<file path="src/shared/cmp_pkg.sv">
// How it works
// - First negative select: pins, ground, none
// - Second positive select: pins, regulator, none
// - Second negative select: pins, ground, none
// - Latched and raw outputs per comparator
// - Raw output needs no clock
// - Disabled: outputs low, power off
// - Software selects response time mode
// - Negative hysteresis field drives analog
// - Positive hysteresis field independent, same way
// - Falling output edge sets falling flag
// - Rising output edge sets rising flag
// - Flags sticky until software clears
// - Rising enable gates rising flag request
// - Falling enable gates falling flag request
// - Output state bit read only, live
// - Enable bit switches comparator on/off
// - Hysteresis codes: off, 5, 10, 20 mV
// - Mode 00 fastest to 11 slowest, reset 10
// - First positive select: pins, regulator, none
// - Latch output at counter array overflow into mode bit 7; LATCHED_OUTPUT pin is the synchronized output
package cmp_pkg;
    // ------------------------------------------------------------
    // Register byte addresses
    // ------------------------------------------------------------
    localparam logic [7:0] CTRL0_ADDR = 8'h00;
    localparam logic [7:0] MODE0_ADDR = 8'h04;
    localparam logic [7:0] MUX0_ADDR = 8'h08;
    localparam logic [7:0] CTRL1_ADDR = 8'h0C;
    localparam logic [7:0] MODE1_ADDR = 8'h10;
    localparam logic [7:0] MUX1_ADDR = 8'h14;
    // ------------------------------------------------------------
    // Field positions
    // ------------------------------------------------------------
    localparam int EN_BIT = 7;
    localparam int OUT_BIT = 6;
    localparam int RISE_BIT = 5;
    localparam int FALL_BIT = 4;
    localparam int HYP_LSB = 2;
    localparam int HYN_LSB = 0;
    localparam int LOUT_BIT = 7;
    localparam int RIE_BIT = 5;
    localparam int FIE_BIT = 4;
    localparam int MD_LSB = 0;
    localparam int MXN_LSB = 4;
    localparam int MXP_LSB = 0;
    // ------------------------------------------------------------
    // Reset values and codes
    // ------------------------------------------------------------
    localparam logic [1:0] MODE_RESET = 2'h2;
    localparam logic [3:0] MUX_RESET = 4'hF;
    localparam logic [3:0] MUX_PIN_MAX = 4'h7;
    localparam logic [3:0] MUX_INTERNAL = 4'h8;
    localparam logic [1:0] AXI_OKAY = 2'h0;
    localparam logic [1:0] AXI_SLVERR = 2'h2;
endpackage

</file>
<file path="src/shared/cmp_cfg_if.sv">
// Settings of one comparator passed to its channel logic
interface cmp_cfg_if;
    logic enable;
    logic [1:0] hyst_pos;
    logic [1:0] hyst_neg;
    logic [1:0] mode;
    logic [3:0] pos_sel;
    logic [3:0] neg_sel;
    logic rise_ie;
    logic fall_ie;
    logic clr_rise;
    logic clr_fall;
    logic rise_flag;
    logic fall_flag;
    logic out_state;
    logic latched_out;
    logic irq;
    modport regs (output enable, hyst_pos, hyst_neg, mode, pos_sel,
        neg_sel, rise_ie, fall_ie, clr_rise, clr_fall,
        input rise_flag, fall_flag, out_state, latched_out, irq);
    modport chan (input enable, hyst_pos, hyst_neg, mode, pos_sel,
        neg_sel, rise_ie, fall_ie, clr_rise, clr_fall,
        output rise_flag, fall_flag, out_state, latched_out, irq);
endinterface

</file>
<file path="src/verilog/cmp_channel.sv">
module cmp_channel (
    // System
    input wire logic clk,
    input wire logic rst_b,
    // Settings and status
    cmp_cfg_if.chan cfg,
    // Analog side
    input wire logic analog_out,
    input wire logic overflow,
    output logic power_on,
    output logic [8:0] pos_route,
    output logic [8:0] neg_route,
    output logic [1:0] hyst_pos,
    output logic [1:0] hyst_neg,
    output logic [1:0] mode,
    // Pins
    output logic sync_out,
    output logic raw_out
);
    logic meta;
    logic sync;
    logic sync_d;
    logic rise;
    logic fall;
    logic rise_flag;
    logic fall_flag;
    logic latched;

    // One-hot routing; codes above the internal source connect nothing
    function automatic logic [8:0] route(input logic [3:0] sel);
        route = (sel <= cmp_pkg::MUX_INTERNAL) ? 9'(9'h001 << sel) : 9'h000;
    endfunction

    assign power_on = cfg.enable;
    assign pos_route = route(cfg.pos_sel);
    assign neg_route = route(cfg.neg_sel);
    assign hyst_pos = cfg.hyst_pos;
    assign hyst_neg = cfg.hyst_neg;
    assign mode = cfg.mode;
    // No clock in this path, so it keeps working in stop mode
    assign raw_out = cfg.enable & analog_out;
    assign sync_out = cfg.enable & sync;

    assign rise = sync & ~sync_d;
    assign fall = ~sync & sync_d;

    always_ff @(posedge clk or negedge rst_b) begin
        if (!rst_b) begin
            meta <= 1'b0;
            sync <= 1'b0;
            sync_d <= 1'b0;
        end else begin
            meta <= raw_out;
            sync <= meta;
            sync_d <= sync;
        end
    end

    // Set wins over a clear in the same cycle
    always_ff @(posedge clk or negedge rst_b) begin
        if (!rst_b) begin
            rise_flag <= 1'b0;
            fall_flag <= 1'b0;
        end else begin
            rise_flag <= rise | (rise_flag & ~cfg.clr_rise);
            fall_flag <= fall | (fall_flag & ~cfg.clr_fall);
        end
    end

    always_ff @(posedge clk or negedge rst_b) begin
        if (!rst_b) begin
            latched <= 1'b0;
        end else if (overflow) begin
            latched <= sync;
        end
    end

    assign cfg.rise_flag = rise_flag;
    assign cfg.fall_flag = fall_flag;
    assign cfg.out_state = sync;
    assign cfg.latched_out = latched;
    assign cfg.irq = (rise_flag & cfg.rise_ie)
        | (fall_flag & cfg.fall_ie);
endmodule

</file>
<file path="src/verilog/dual_comparator_control.sv">
// Added by the designer: the AXI4-Lite register port and the address map.
module dual_comparator_control (
    // System
    input wire logic CORE_CLK,
    input wire logic RST_B,
    // AXI4-Lite write address
    input wire logic [7:0] AWADDR,
    input wire logic AWVALID,
    output logic AWREADY,
    // AXI4-Lite write data
    input wire logic [31:0] WDATA,
    input wire logic [3:0] WSTRB,
    input wire logic WVALID,
    output logic WREADY,
    // AXI4-Lite write response
    output logic [1:0] BRESP,
    output logic BVALID,
    input wire logic BREADY,
    // AXI4-Lite read address
    input wire logic [7:0] ARADDR,
    input wire logic ARVALID,
    output logic ARREADY,
    // AXI4-Lite read data
    output logic [31:0] RDATA,
    output logic [1:0] RRESP,
    output logic RVALID,
    input wire logic RREADY,
    // Analog comparator results and counter array overflow
    input wire logic [1:0] ANALOG_OUT,
    input wire logic COUNTER_OVERFLOW,
    // Analog controls
    output logic [1:0] POWER_ON,
    output logic [8:0] POS_ROUTE0,
    output logic [8:0] NEG_ROUTE0,
    output logic [8:0] POS_ROUTE1,
    output logic [8:0] NEG_ROUTE1,
    output logic [3:0] HYST_POS,
    output logic [3:0] HYST_NEG,
    output logic [3:0] RESPONSE_MODE,
    // Pin outputs and interrupt requests
    output logic [1:0] LATCHED_OUTPUT,
    output logic [1:0] RAW_OUTPUT,
    output logic [1:0] CMP_IRQ
);
    // ------------------------------------------------------------
    // Register state
    // ------------------------------------------------------------
    logic [1:0] enable;
    logic [1:0] hyp0;
    logic [1:0] hyp1;
    logic [1:0] hyn0;
    logic [1:0] hyn1;
    logic [1:0] md0;
    logic [1:0] md1;
    logic [3:0] psel0;
    logic [3:0] psel1;
    logic [3:0] nsel0;
    logic [3:0] nsel1;
    logic [1:0] rie;
    logic [1:0] fie;
    logic [1:0] clr_rise;
    logic [1:0] clr_fall;
    logic [1:0] next_clr_rise;
    logic [1:0] next_clr_fall;

    cmp_cfg_if cfg0 ();
    cmp_cfg_if cfg1 ();

    // ------------------------------------------------------------
    // Bus handshakes
    // ------------------------------------------------------------
    logic aw_held;
    logic w_held;
    logic [7:0] aw_addr;
    logic [31:0] w_data;
    logic [3:0] w_strb;
    logic do_write;
    logic do_read;
    logic wr_hit;
    logic rd_hit;
    logic [31:0] rd_word;

    assign AWREADY = ~aw_held & ~BVALID;
    assign WREADY = ~w_held & ~BVALID;
    assign ARREADY = ~RVALID;
    assign do_write = aw_held & w_held & ~BVALID;
    assign do_read = ARVALID & ARREADY;

    function automatic logic hit(input logic [7:0] a);
        hit = (a == cmp_pkg::CTRL0_ADDR) || (a == cmp_pkg::MODE0_ADDR)
            || (a == cmp_pkg::MUX0_ADDR) || (a == cmp_pkg::CTRL1_ADDR)
            || (a == cmp_pkg::MODE1_ADDR) || (a == cmp_pkg::MUX1_ADDR);
    endfunction

    assign wr_hit = hit(aw_addr);
    assign rd_hit = hit(ARADDR);

    always_ff @(posedge CORE_CLK or negedge RST_B) begin
        if (!RST_B) begin
            aw_held <= 1'b0;
            aw_addr <= 8'h00;
        end else if (AWVALID && AWREADY) begin
            aw_held <= 1'b1;
            aw_addr <= AWADDR;
        end else if (do_write) begin
            aw_held <= 1'b0;
        end
    end

    always_ff @(posedge CORE_CLK or negedge RST_B) begin
        if (!RST_B) begin
            w_held <= 1'b0;
            w_data <= 32'h00000000;
            w_strb <= 4'h0;
        end else if (WVALID && WREADY) begin
            w_held <= 1'b1;
            w_data <= WDATA;
            w_strb <= WSTRB;
        end else if (do_write) begin
            w_held <= 1'b0;
        end
    end

    always_ff @(posedge CORE_CLK or negedge RST_B) begin
        if (!RST_B) begin
            BVALID <= 1'b0;
            BRESP <= cmp_pkg::AXI_OKAY;
        end else if (do_write) begin
            BVALID <= 1'b1;
            BRESP <= wr_hit ? cmp_pkg::AXI_OKAY : cmp_pkg::AXI_SLVERR;
        end else if (BREADY) begin
            BVALID <= 1'b0;
        end
    end

    // ------------------------------------------------------------
    // Register writes (only byte lane 0 carries data)
    // ------------------------------------------------------------
    logic wr_lane;
    logic [7:0] wb;
    assign wr_lane = do_write & w_strb[0];
    assign wb = w_data[7:0];

    always_ff @(posedge CORE_CLK or negedge RST_B) begin
        if (!RST_B) begin
            enable <= 2'h0;
            hyp0 <= 2'h0;
            hyn0 <= 2'h0;
            hyp1 <= 2'h0;
            hyn1 <= 2'h0;
            md0 <= cmp_pkg::MODE_RESET;
            md1 <= cmp_pkg::MODE_RESET;
            rie <= 2'h0;
            fie <= 2'h0;
            psel0 <= cmp_pkg::MUX_RESET;
            nsel0 <= cmp_pkg::MUX_RESET;
            psel1 <= cmp_pkg::MUX_RESET;
            nsel1 <= cmp_pkg::MUX_RESET;
        end else if (wr_lane) begin
            if (aw_addr == cmp_pkg::CTRL0_ADDR) begin
                enable[0] <= wb[cmp_pkg::EN_BIT];
                hyp0 <= wb[cmp_pkg::HYP_LSB +: 2];
                hyn0 <= wb[cmp_pkg::HYN_LSB +: 2];
            end
            if (aw_addr == cmp_pkg::CTRL1_ADDR) begin
                enable[1] <= wb[cmp_pkg::EN_BIT];
                hyp1 <= wb[cmp_pkg::HYP_LSB +: 2];
                hyn1 <= wb[cmp_pkg::HYN_LSB +: 2];
            end
            if (aw_addr == cmp_pkg::MODE0_ADDR) begin
                rie[0] <= wb[cmp_pkg::RIE_BIT];
                fie[0] <= wb[cmp_pkg::FIE_BIT];
                md0 <= wb[cmp_pkg::MD_LSB +: 2];
            end
            if (aw_addr == cmp_pkg::MODE1_ADDR) begin
                rie[1] <= wb[cmp_pkg::RIE_BIT];
                fie[1] <= wb[cmp_pkg::FIE_BIT];
                md1 <= wb[cmp_pkg::MD_LSB +: 2];
            end
            if (aw_addr == cmp_pkg::MUX0_ADDR) begin
                nsel0 <= wb[cmp_pkg::MXN_LSB +: 4];
                psel0 <= wb[cmp_pkg::MXP_LSB +: 4];
            end
            if (aw_addr == cmp_pkg::MUX1_ADDR) begin
                nsel1 <= wb[cmp_pkg::MXN_LSB +: 4];
                psel1 <= wb[cmp_pkg::MXP_LSB +: 4];
            end
        end
    end

    // Writing 0 to a flag bit clears it; writing 1 leaves it alone
    assign next_clr_rise[0] = wr_lane && aw_addr == cmp_pkg::CTRL0_ADDR
        && !wb[cmp_pkg::RISE_BIT];
    assign next_clr_fall[0] = wr_lane && aw_addr == cmp_pkg::CTRL0_ADDR
        && !wb[cmp_pkg::FALL_BIT];
    assign next_clr_rise[1] = wr_lane && aw_addr == cmp_pkg::CTRL1_ADDR
        && !wb[cmp_pkg::RISE_BIT];
    assign next_clr_fall[1] = wr_lane && aw_addr == cmp_pkg::CTRL1_ADDR
        && !wb[cmp_pkg::FALL_BIT];
    assign clr_rise = next_clr_rise;
    assign clr_fall = next_clr_fall;

    // ------------------------------------------------------------
    // Channel settings
    // ------------------------------------------------------------
    assign cfg0.enable = enable[0];
    assign cfg0.hyst_pos = hyp0;
    assign cfg0.hyst_neg = hyn0;
    assign cfg0.mode = md0;
    assign cfg0.pos_sel = psel0;
    assign cfg0.neg_sel = nsel0;
    assign cfg0.rise_ie = rie[0];
    assign cfg0.fall_ie = fie[0];
    assign cfg0.clr_rise = clr_rise[0];
    assign cfg0.clr_fall = clr_fall[0];
    assign cfg1.enable = enable[1];
    assign cfg1.hyst_pos = hyp1;
    assign cfg1.hyst_neg = hyn1;
    assign cfg1.mode = md1;
    assign cfg1.pos_sel = psel1;
    assign cfg1.neg_sel = nsel1;
    assign cfg1.rise_ie = rie[1];
    assign cfg1.fall_ie = fie[1];
    assign cfg1.clr_rise = clr_rise[1];
    assign cfg1.clr_fall = clr_fall[1];

    cmp_channel u_first_comparator (
        .clk(CORE_CLK),
        .rst_b(RST_B),
        .cfg(cfg0),
        .analog_out(ANALOG_OUT[0]),
        .overflow(COUNTER_OVERFLOW),
        .power_on(POWER_ON[0]),
        .pos_route(POS_ROUTE0),
        .neg_route(NEG_ROUTE0),
        .hyst_pos(HYST_POS[1:0]),
        .hyst_neg(HYST_NEG[1:0]),
        .mode(RESPONSE_MODE[1:0]),
        .sync_out(LATCHED_OUTPUT[0]),
        .raw_out(RAW_OUTPUT[0])
    );

    cmp_channel u_second_comparator (
        .clk(CORE_CLK),
        .rst_b(RST_B),
        .cfg(cfg1),
        .analog_out(ANALOG_OUT[1]),
        .overflow(COUNTER_OVERFLOW),
        .power_on(POWER_ON[1]),
        .pos_route(POS_ROUTE1),
        .neg_route(NEG_ROUTE1),
        .hyst_pos(HYST_POS[3:2]),
        .hyst_neg(HYST_NEG[3:2]),
        .mode(RESPONSE_MODE[3:2]),
        .sync_out(LATCHED_OUTPUT[1]),
        .raw_out(RAW_OUTPUT[1])
    );

    // ------------------------------------------------------------
    // Interrupt requests
    // ------------------------------------------------------------
    assign CMP_IRQ = {cfg1.irq, cfg0.irq};

    // ------------------------------------------------------------
    // Read path
    // ------------------------------------------------------------
    function automatic logic [7:0] ctrl_word(input logic en,
        input logic o, input logic r, input logic f,
        input logic [1:0] hp, input logic [1:0] hn);
        ctrl_word = {en, o, r, f, hp, hn};
    endfunction

    always_comb begin
        rd_word = 32'h00000000;
        unique case (ARADDR)
            cmp_pkg::CTRL0_ADDR: rd_word[7:0] = ctrl_word(enable[0],
                cfg0.out_state, cfg0.rise_flag, cfg0.fall_flag,
                hyp0, hyn0);
            cmp_pkg::CTRL1_ADDR: rd_word[7:0] = ctrl_word(enable[1],
                cfg1.out_state, cfg1.rise_flag, cfg1.fall_flag,
                hyp1, hyn1);
            cmp_pkg::MODE0_ADDR: rd_word[7:0] = {cfg0.latched_out, 1'b0,
                rie[0], fie[0], 2'h0, md0};
            cmp_pkg::MODE1_ADDR: rd_word[7:0] = {cfg1.latched_out, 1'b0,
                rie[1], fie[1], 2'h0, md1};
            cmp_pkg::MUX0_ADDR: rd_word[7:0] = {nsel0, psel0};
            cmp_pkg::MUX1_ADDR: rd_word[7:0] = {nsel1, psel1};
            default: rd_word = 32'h00000000;
        endcase
    end

    always_ff @(posedge CORE_CLK or negedge RST_B) begin
        if (!RST_B) begin
            RVALID <= 1'b0;
            RDATA <= 32'h00000000;
            RRESP <= cmp_pkg::AXI_OKAY;
        end else if (do_read) begin
            RVALID <= 1'b1;
            RDATA <= rd_word;
            RRESP <= rd_hit ? cmp_pkg::AXI_OKAY : cmp_pkg::AXI_SLVERR;
        end else if (RREADY) begin
            RVALID <= 1'b0;
        end
    end
endmodule
</file>
<file path="config.mk">
export PLATFORM = sky130hd
export DESIGN_NAME = dual_comparator_control
export DESIGN_NICKNAME = d
export VERILOG_FILES = /design/src/shared/cmp_pkg.sv /design/src/shared/cmp_cfg_if.sv /design/src/verilog/cmp_channel.sv /design/src/verilog/dual_comparator_control.sv
export SDC_FILE = /design/constraint.sdc
export NUM_CORES = 1
export LEC_CHECK = 0
export ABC_AREA = 0
export ABC_CLOCK_PERIOD_IN_PS = 2800
export BUFFER_PORTS_ARGS = -buffer_cell sky130_fd_sc_hd__buf_2
export CAP_MARGIN = 20
export CORE_ASPECT_RATIO = 0.75
export CORE_MARGIN = 2
export CORE_UTILIZATION = 48
export DETAILED_ROUTE_END_ITERATION = 10
export GPL_TIMING_DRIVEN = 0
export PLACE_DENSITY = 0.8
export SLEW_MARGIN = 20
export SYNTH_ARGS = -nofsm -noshare
export SYNTH_HDL_FRONTEND = slang
export SYNTH_SLANG_ARGS = --single-unit
</file>
<file path="constraint.sdc">
create_clock -name CORE_CLK -period 2.8 [get_ports CORE_CLK]
set_clock_uncertainty 0.15 [all_clocks]
set_input_delay 0 -clock CORE_CLK [delete_from_list [all_inputs] [get_ports CORE_CLK]]
set_output_delay 0 -clock CORE_CLK [all_outputs]
set_load 0.01 [all_outputs]
</file>
; ---- Word-level counts from Yosys, hierarchy flattened
; Cells that the tools add are included.
[word_totals]
elab_cells = 142
register_bits = 79
in_bits = 62
[op_classes]
muxes = 14
bitwise_logic = 40
eq_ne = 10
shift = 4
n_lt_le_gt_ge = 4
n_reduce_logical = 32
[op_table]
columns = cell, count
row1 = 8-bit one-hot mux with 6 select lines, 1
row2 = 9-bit 2-to-1 mux, 4
row3 = "1-bit by 4-bit left shift with 9-bit output, first input constant", 4
row4 = "8-bit by 4-bit == test with 1-bit output, second input constant", 4
row5 = "8-bit by 5-bit == test with 1-bit output, second input constant", 4
row6 = 1-bit bitwise AND, 22
row7 = "8-bit by 3-bit == test with 1-bit output, second input constant", 2
row8 = "4-bit less-or-equal comparator, second input constant", 4
row9 = 8-bit zero test, 2
row10 = 1-bit inverter, 12
row11 = 2-bit AND reduction, 6
row12 = 1-bit logical OR, 10
row13 = 1-bit logical AND, 8
row14 = 2-bit nonzero test, 4
row15 = 1-bit 2-to-1 mux, 7
row16 = 1-bit bitwise OR, 6
row17 = 2-bit 2-to-1 mux, 2
row18 = 1-bit zero test, 2

; ---- Logic depth before layout (Yosys ltp)
[logic_depth]
depth_word = 8
depth_mapped = 5

; ---- Cells and area by module
; From an unflattened synthesis, not the netlist that was laid out.
[hier_totals]
hier_cells = 347
hier_area_um2 = 4035.1
[modules_own_cells]
columns = module, cells_each, seq_area_each_um2, instances, area_each_um2
row1 = dual_comparator_control, 251, 1649.1, 1, 3181.8
row2 = cmp_channel, 48, 150.1, 2, 426.7

; ---- Worst setup path before layout
; OpenSTA, ideal clock, no wires.
[synth_path]
path_type = reg-to-reg
from = register aw_addr[0]
to = register hyn1[0] (netlist: cfg1.hyst_neg[0])
stages_incl_launch_ff = 6
synth_period_minus_slack_ns = 2.056
path_slack_ns = 0.744
setup_time_ns = 0.125
required_time_ns = 2.525
path_buffers = 1
t_arrival_ns = 1.781
path_cell_list = dfrtp_1 -> or4_4 -> nor2_1 -> and4_1 -> clkbuf_1 -> mux2_2
[synth_via]
elab_chain_cells = 2
[synth_lines]
columns = item, line
row1 = start: declaration, dual_comparator_control.sv:74  ; logic [7:0] aw_addr;
row2 = start signal: assignment, dual_comparator_control.sv:101  ; aw_addr <= 8'h00;
row3 = start signal: assignment, dual_comparator_control.sv:104  ; aw_addr <= AWADDR;
row4 = 8-bit by 4-bit == test with 1-bit output, dual_comparator_control.sv:165  ; if (aw_addr == cmp_pkg::CTRL1_ADDR) begin
row5 = 2-bit AND reduction (no source line), --
row6 = end signal: assignment, dual_comparator_control.sv:168  ; hyn1 <= wb[cmp_pkg::HYN_LSB +: 2];
row7 = end: declaration, dual_comparator_control.sv:52  ; logic [1:0] hyn1;
; No other way between the ends.
; A chain may end at the register's enable or synchronous reset.

; ---- Worst setup path after layout
[layout_path]
from = register aw_addr[0]
to = register hyp1[1] (netlist: cfg1.hyst_pos[1])
[layout_via]
elab_chain_cells = 2
[layout_lines]
columns = item, line
row1 = 8-bit by 4-bit == test with 1-bit output, dual_comparator_control.sv:165
row2 = 2-bit AND reduction (no source line), --
row3 = end signal: assignment, dual_comparator_control.sv:167  ; hyp1 <= wb[cmp_pkg::HYP_LSB +: 2];
row4 = end: declaration, dual_comparator_control.sv:50  ; logic [1:0] hyp1;
; No other way between the ends.

==> metrics.md <==
| Metric | Value |
|---|---|
| Area leader, netlist | `dfrtp_1` |
| Root Buffer Master | `clkbuf_8` |
| Initial DRC count | `191` |
| Routed via count | `2964` |
| PD cells | `635.1 nW/um2` |
| Most common cell in the synthesized netlist | `dfrtp_1` |
| Post-synthesis sequential area ratio | `0.5107` |
| Post-synth ARST share | `1.000` |
| Setup-failing EPs final | `0` |
| Mapped Cells | `319` |
| Static leakage | `0.002563 uW` |
| Final worst slack | `0.5643 ns` |
| Number of antenna violations at the first check in global routing | `0` |
| Die height | `81.23 um` |
| Total core area | `7812 um2` |
| Post-DP Area | `4588 um2` |
| Slew headroom | `0.3683` |
| Pins over their slew limit | `0` |
| Clock buffer depth | `2` |
| DP HPWL | `6566 um` |
| Setup_tns | `0 ns` |
| GPL Wtd Cong | `0.7896` |
| Register bit total from synthesis | `77` |
| Max Freq | `0.4473 GHz` |
| Critical path arrival | `2.31 ns` |
| Post-synth top area share | `0.3868` |
| Area contributors post-synth | `dfrtp_1 (39%), mux2_2 (16%), dfstp_2 (12%)` |
| Design Area, Final | `5077 um2` |
| Initial Utilization | `0.4886` |
| Clock H-tree levels | `3` |
| Global-route usage over all layers | `0.2100` |
| Vias in the first global route | `2789` |
| Status | `complete, no violations` |
| Mapped Area | `3817 um2` |
| Pin count of the biggest net entering global routing | `57` |
| Post-synth top cells | `dfrtp_1 (59), mux2_2 (55), buf_4 (34)` |
| Setup CP Type | `flip-flop to flip-flop` |
| Layout cells sized above 1 | `0.4727` |
| WP data required | `2.88 ns` |
| Global-route wire length before repair | `13860 um` |
| I/O Buffers | `103` |
| Skew-Pair Late Insertion Delay | `0.34 ns` |
| Worst R2R Setup Slack | `0.56 ns` |
| Period Utilization, post-route | `0.7985` |
| ANT nets after route | `0` |
| Worst Tran Pin Value | `0.9445 ns` |
| Min cycle time layout | `2.236 ns` |
| Detailed-route wire length per cell | `14.62 um` |
| RR Endpoint | `cfg1.hyst_pos[1]` |
| Drt pass-1 iters | `4` |
| Mean post-synth cell area | `11.97 um2` |
| CP endpoint kind | `flip-flop` |
| Max_cap viols | `0` |
| Worst R2R Path Depth | `5` |
| Critical Path Source Type | `flip-flop` |
| Final hold vios | `0` |
| Drt via density | `4.940` |
| Final wirelength | `8770 um` |
| Row count | `28` |
| Die Area | `8690 um2` |
| Post-route core utilization | `0.6499` |
| Pre-CTS WS | `0.5613 ns` |
| Yosys cell types | `37` |
| Setup Fix Bufs, Post-CTS | `0` |
| Number of synthesized flops with an enable pin | `0` |
| Primary FF master, synth | `dfrtp_1` |
| CTS tree | `built` |
| Post-route DRC | `0` |
| Min-Delay Path Class | `input port to async pin` |
| RSZ-0062 raised after global routing | `no` |
| Fin nets | `553` |
| Clock sink count | `77` |
| Total inserted antenna cells | `0` |
| Grt total ovfl | `0` |
| Reg-to-Reg Start | `aw_addr[0]` |
| Die W | `107.0 um` |
| Ports | `159` |
| Reg clk slew, reported paths | `0.07 ns` |
| Crit path max fanout | `5` |
| Synth-to-Final Area Change | `33.01%` |
| Num CTS Buffers | `9` |
| Max VDD drop | `0.4918 mV` |
| Number of synthesis warnings | `0` |
[layout by cell type (no fill, tap or decap), drive strengths merged]
| cell | count |
|---|---|
| a2111oi | 1 |
| a21o | 2 |
| a21oi | 3 |
| a222oi | 3 |
| a22o | 3 |
| a22oi | 5 |
| and2 | 5 |
| and3b | 1 |
| and4 | 3 |
| buf | 141 |
| clkbuf | 18 |
| clkinv | 2 |
| conb | 26 |
| dfrtp | 59 |
| dfstp | 18 |
| dlygate4sd3 | 32 |
| inv | 6 |
| mux2 | 55 |
| mux2i | 5 |
| mux4 | 5 |
| nand2 | 12 |
| nand2b | 14 |
| nand3 | 1 |
| nand3b | 4 |
| nand4b | 1 |
| nor2 | 18 |
| nor2b | 6 |
| nor3 | 17 |
| nor4 | 5 |
| nor4b | 5 |
| o21a | 1 |
| o21ai | 14 |
| o2bb2ai | 1 |
| or3 | 1 |
| or4 | 2 |
[worst max-delay path by stage]
| stage | from | end | slack (ns) |
|---|---|---|---|
| 3_3_place_gp | aw_addr[0] | cfg1.hyst_pos[0] | 0.60 |
| 2_1_floorplan | aw_addr[0] | cfg1.hyst_neg[0] | 0.74 |
| 3_5_place_dp | aw_addr[0] | cfg1.hyst_pos[1] | 0.56 |
| 6_report | aw_addr[0] | cfg1.hyst_pos[1] | 0.56 |
| 5_1_grt | aw_addr[0] | cfg1.hyst_pos[1] | 0.42 |
| 4_1_cts | aw_addr[0] | cfg1.hyst_pos[1] | 0.54 |
[flip-flops by register name (all words and copies together), names as in the netlist, 4 cells and up]
signal,cells
cfg1.pos_sel,4
cfg0.pos_sel,4
cfg0.neg_sel,4
w_data,8
cfg1.neg_sel,4
RDATA,8
aw_addr,8
[logic make-up after synthesis]
| family | count (synthesis) | synth area share |
|---|---|---|
| compound gates | 33 | 0.05736 |
| buf+inv | 48 | 0.08128 |
| flops | 77 | 0.5107 |
| mux | 65 | 0.2049 |
| other cells | 1 | 0.0009823 |
| simple gates | 95 | 0.1449 |
[area by class of cell]
class                   instances  area, um2
well taps                     105      131.4
clock inverters                 2      10.01
plain buffers                  42      287.8
inverters                       6      22.52
flip-flops and latches         77       1949
repair buffers                136      865.8
multi-input cells             219       1652
fillers                       609       2735
clock buffers                  13      158.9
[worst max-delay path, stage by stage, from the launching register on]
cell	delay [ns]
dfrtp_1	0.38
or4_4	0.55
nor2_1	0.19
and4_1	0.22
clkbuf_1	0.25
mux2_2	0.38
[power breakdown]
part           internal (uW)  leakage [uW]  total (uW)  switching (uW)
Sequential              1360      0.000948        1660             300
Clock                    363     0.0000893         731             368
Combinational            464       0.00153         829             366
Total                   2190       0.00256        3220            1030
[what timing repair did]
action | in CTS | in global routing
hold buffers | 32 | 0
hold endpoints to repair | 107 | 0
gates resized for setup | 0 | 0
[through the flow]
step / hold slack (ns) / cells / power (uW)
after floorplan: -0.4456 / 344 / 2124
after global placement: 0.02950 / 552 / 2411
after detailed placement: -0.2316 / 553 / 2465
after CTS: 0.03114 / 600 / 3249
after global routing: 0.04489 / 600 / 3427
final: 0.03516 / 600 / 3225
[metal layers]
layer,GRT usage,routed length [um],share of wire
met1,0.2887,4248,0.48
met2,0.3306,3935,0.45
met3,0.05457,542,0.062
met4,0.06494,44,0.0050
met5,0,0,0
Note: power is estimated with default switching activity, not from simulation.
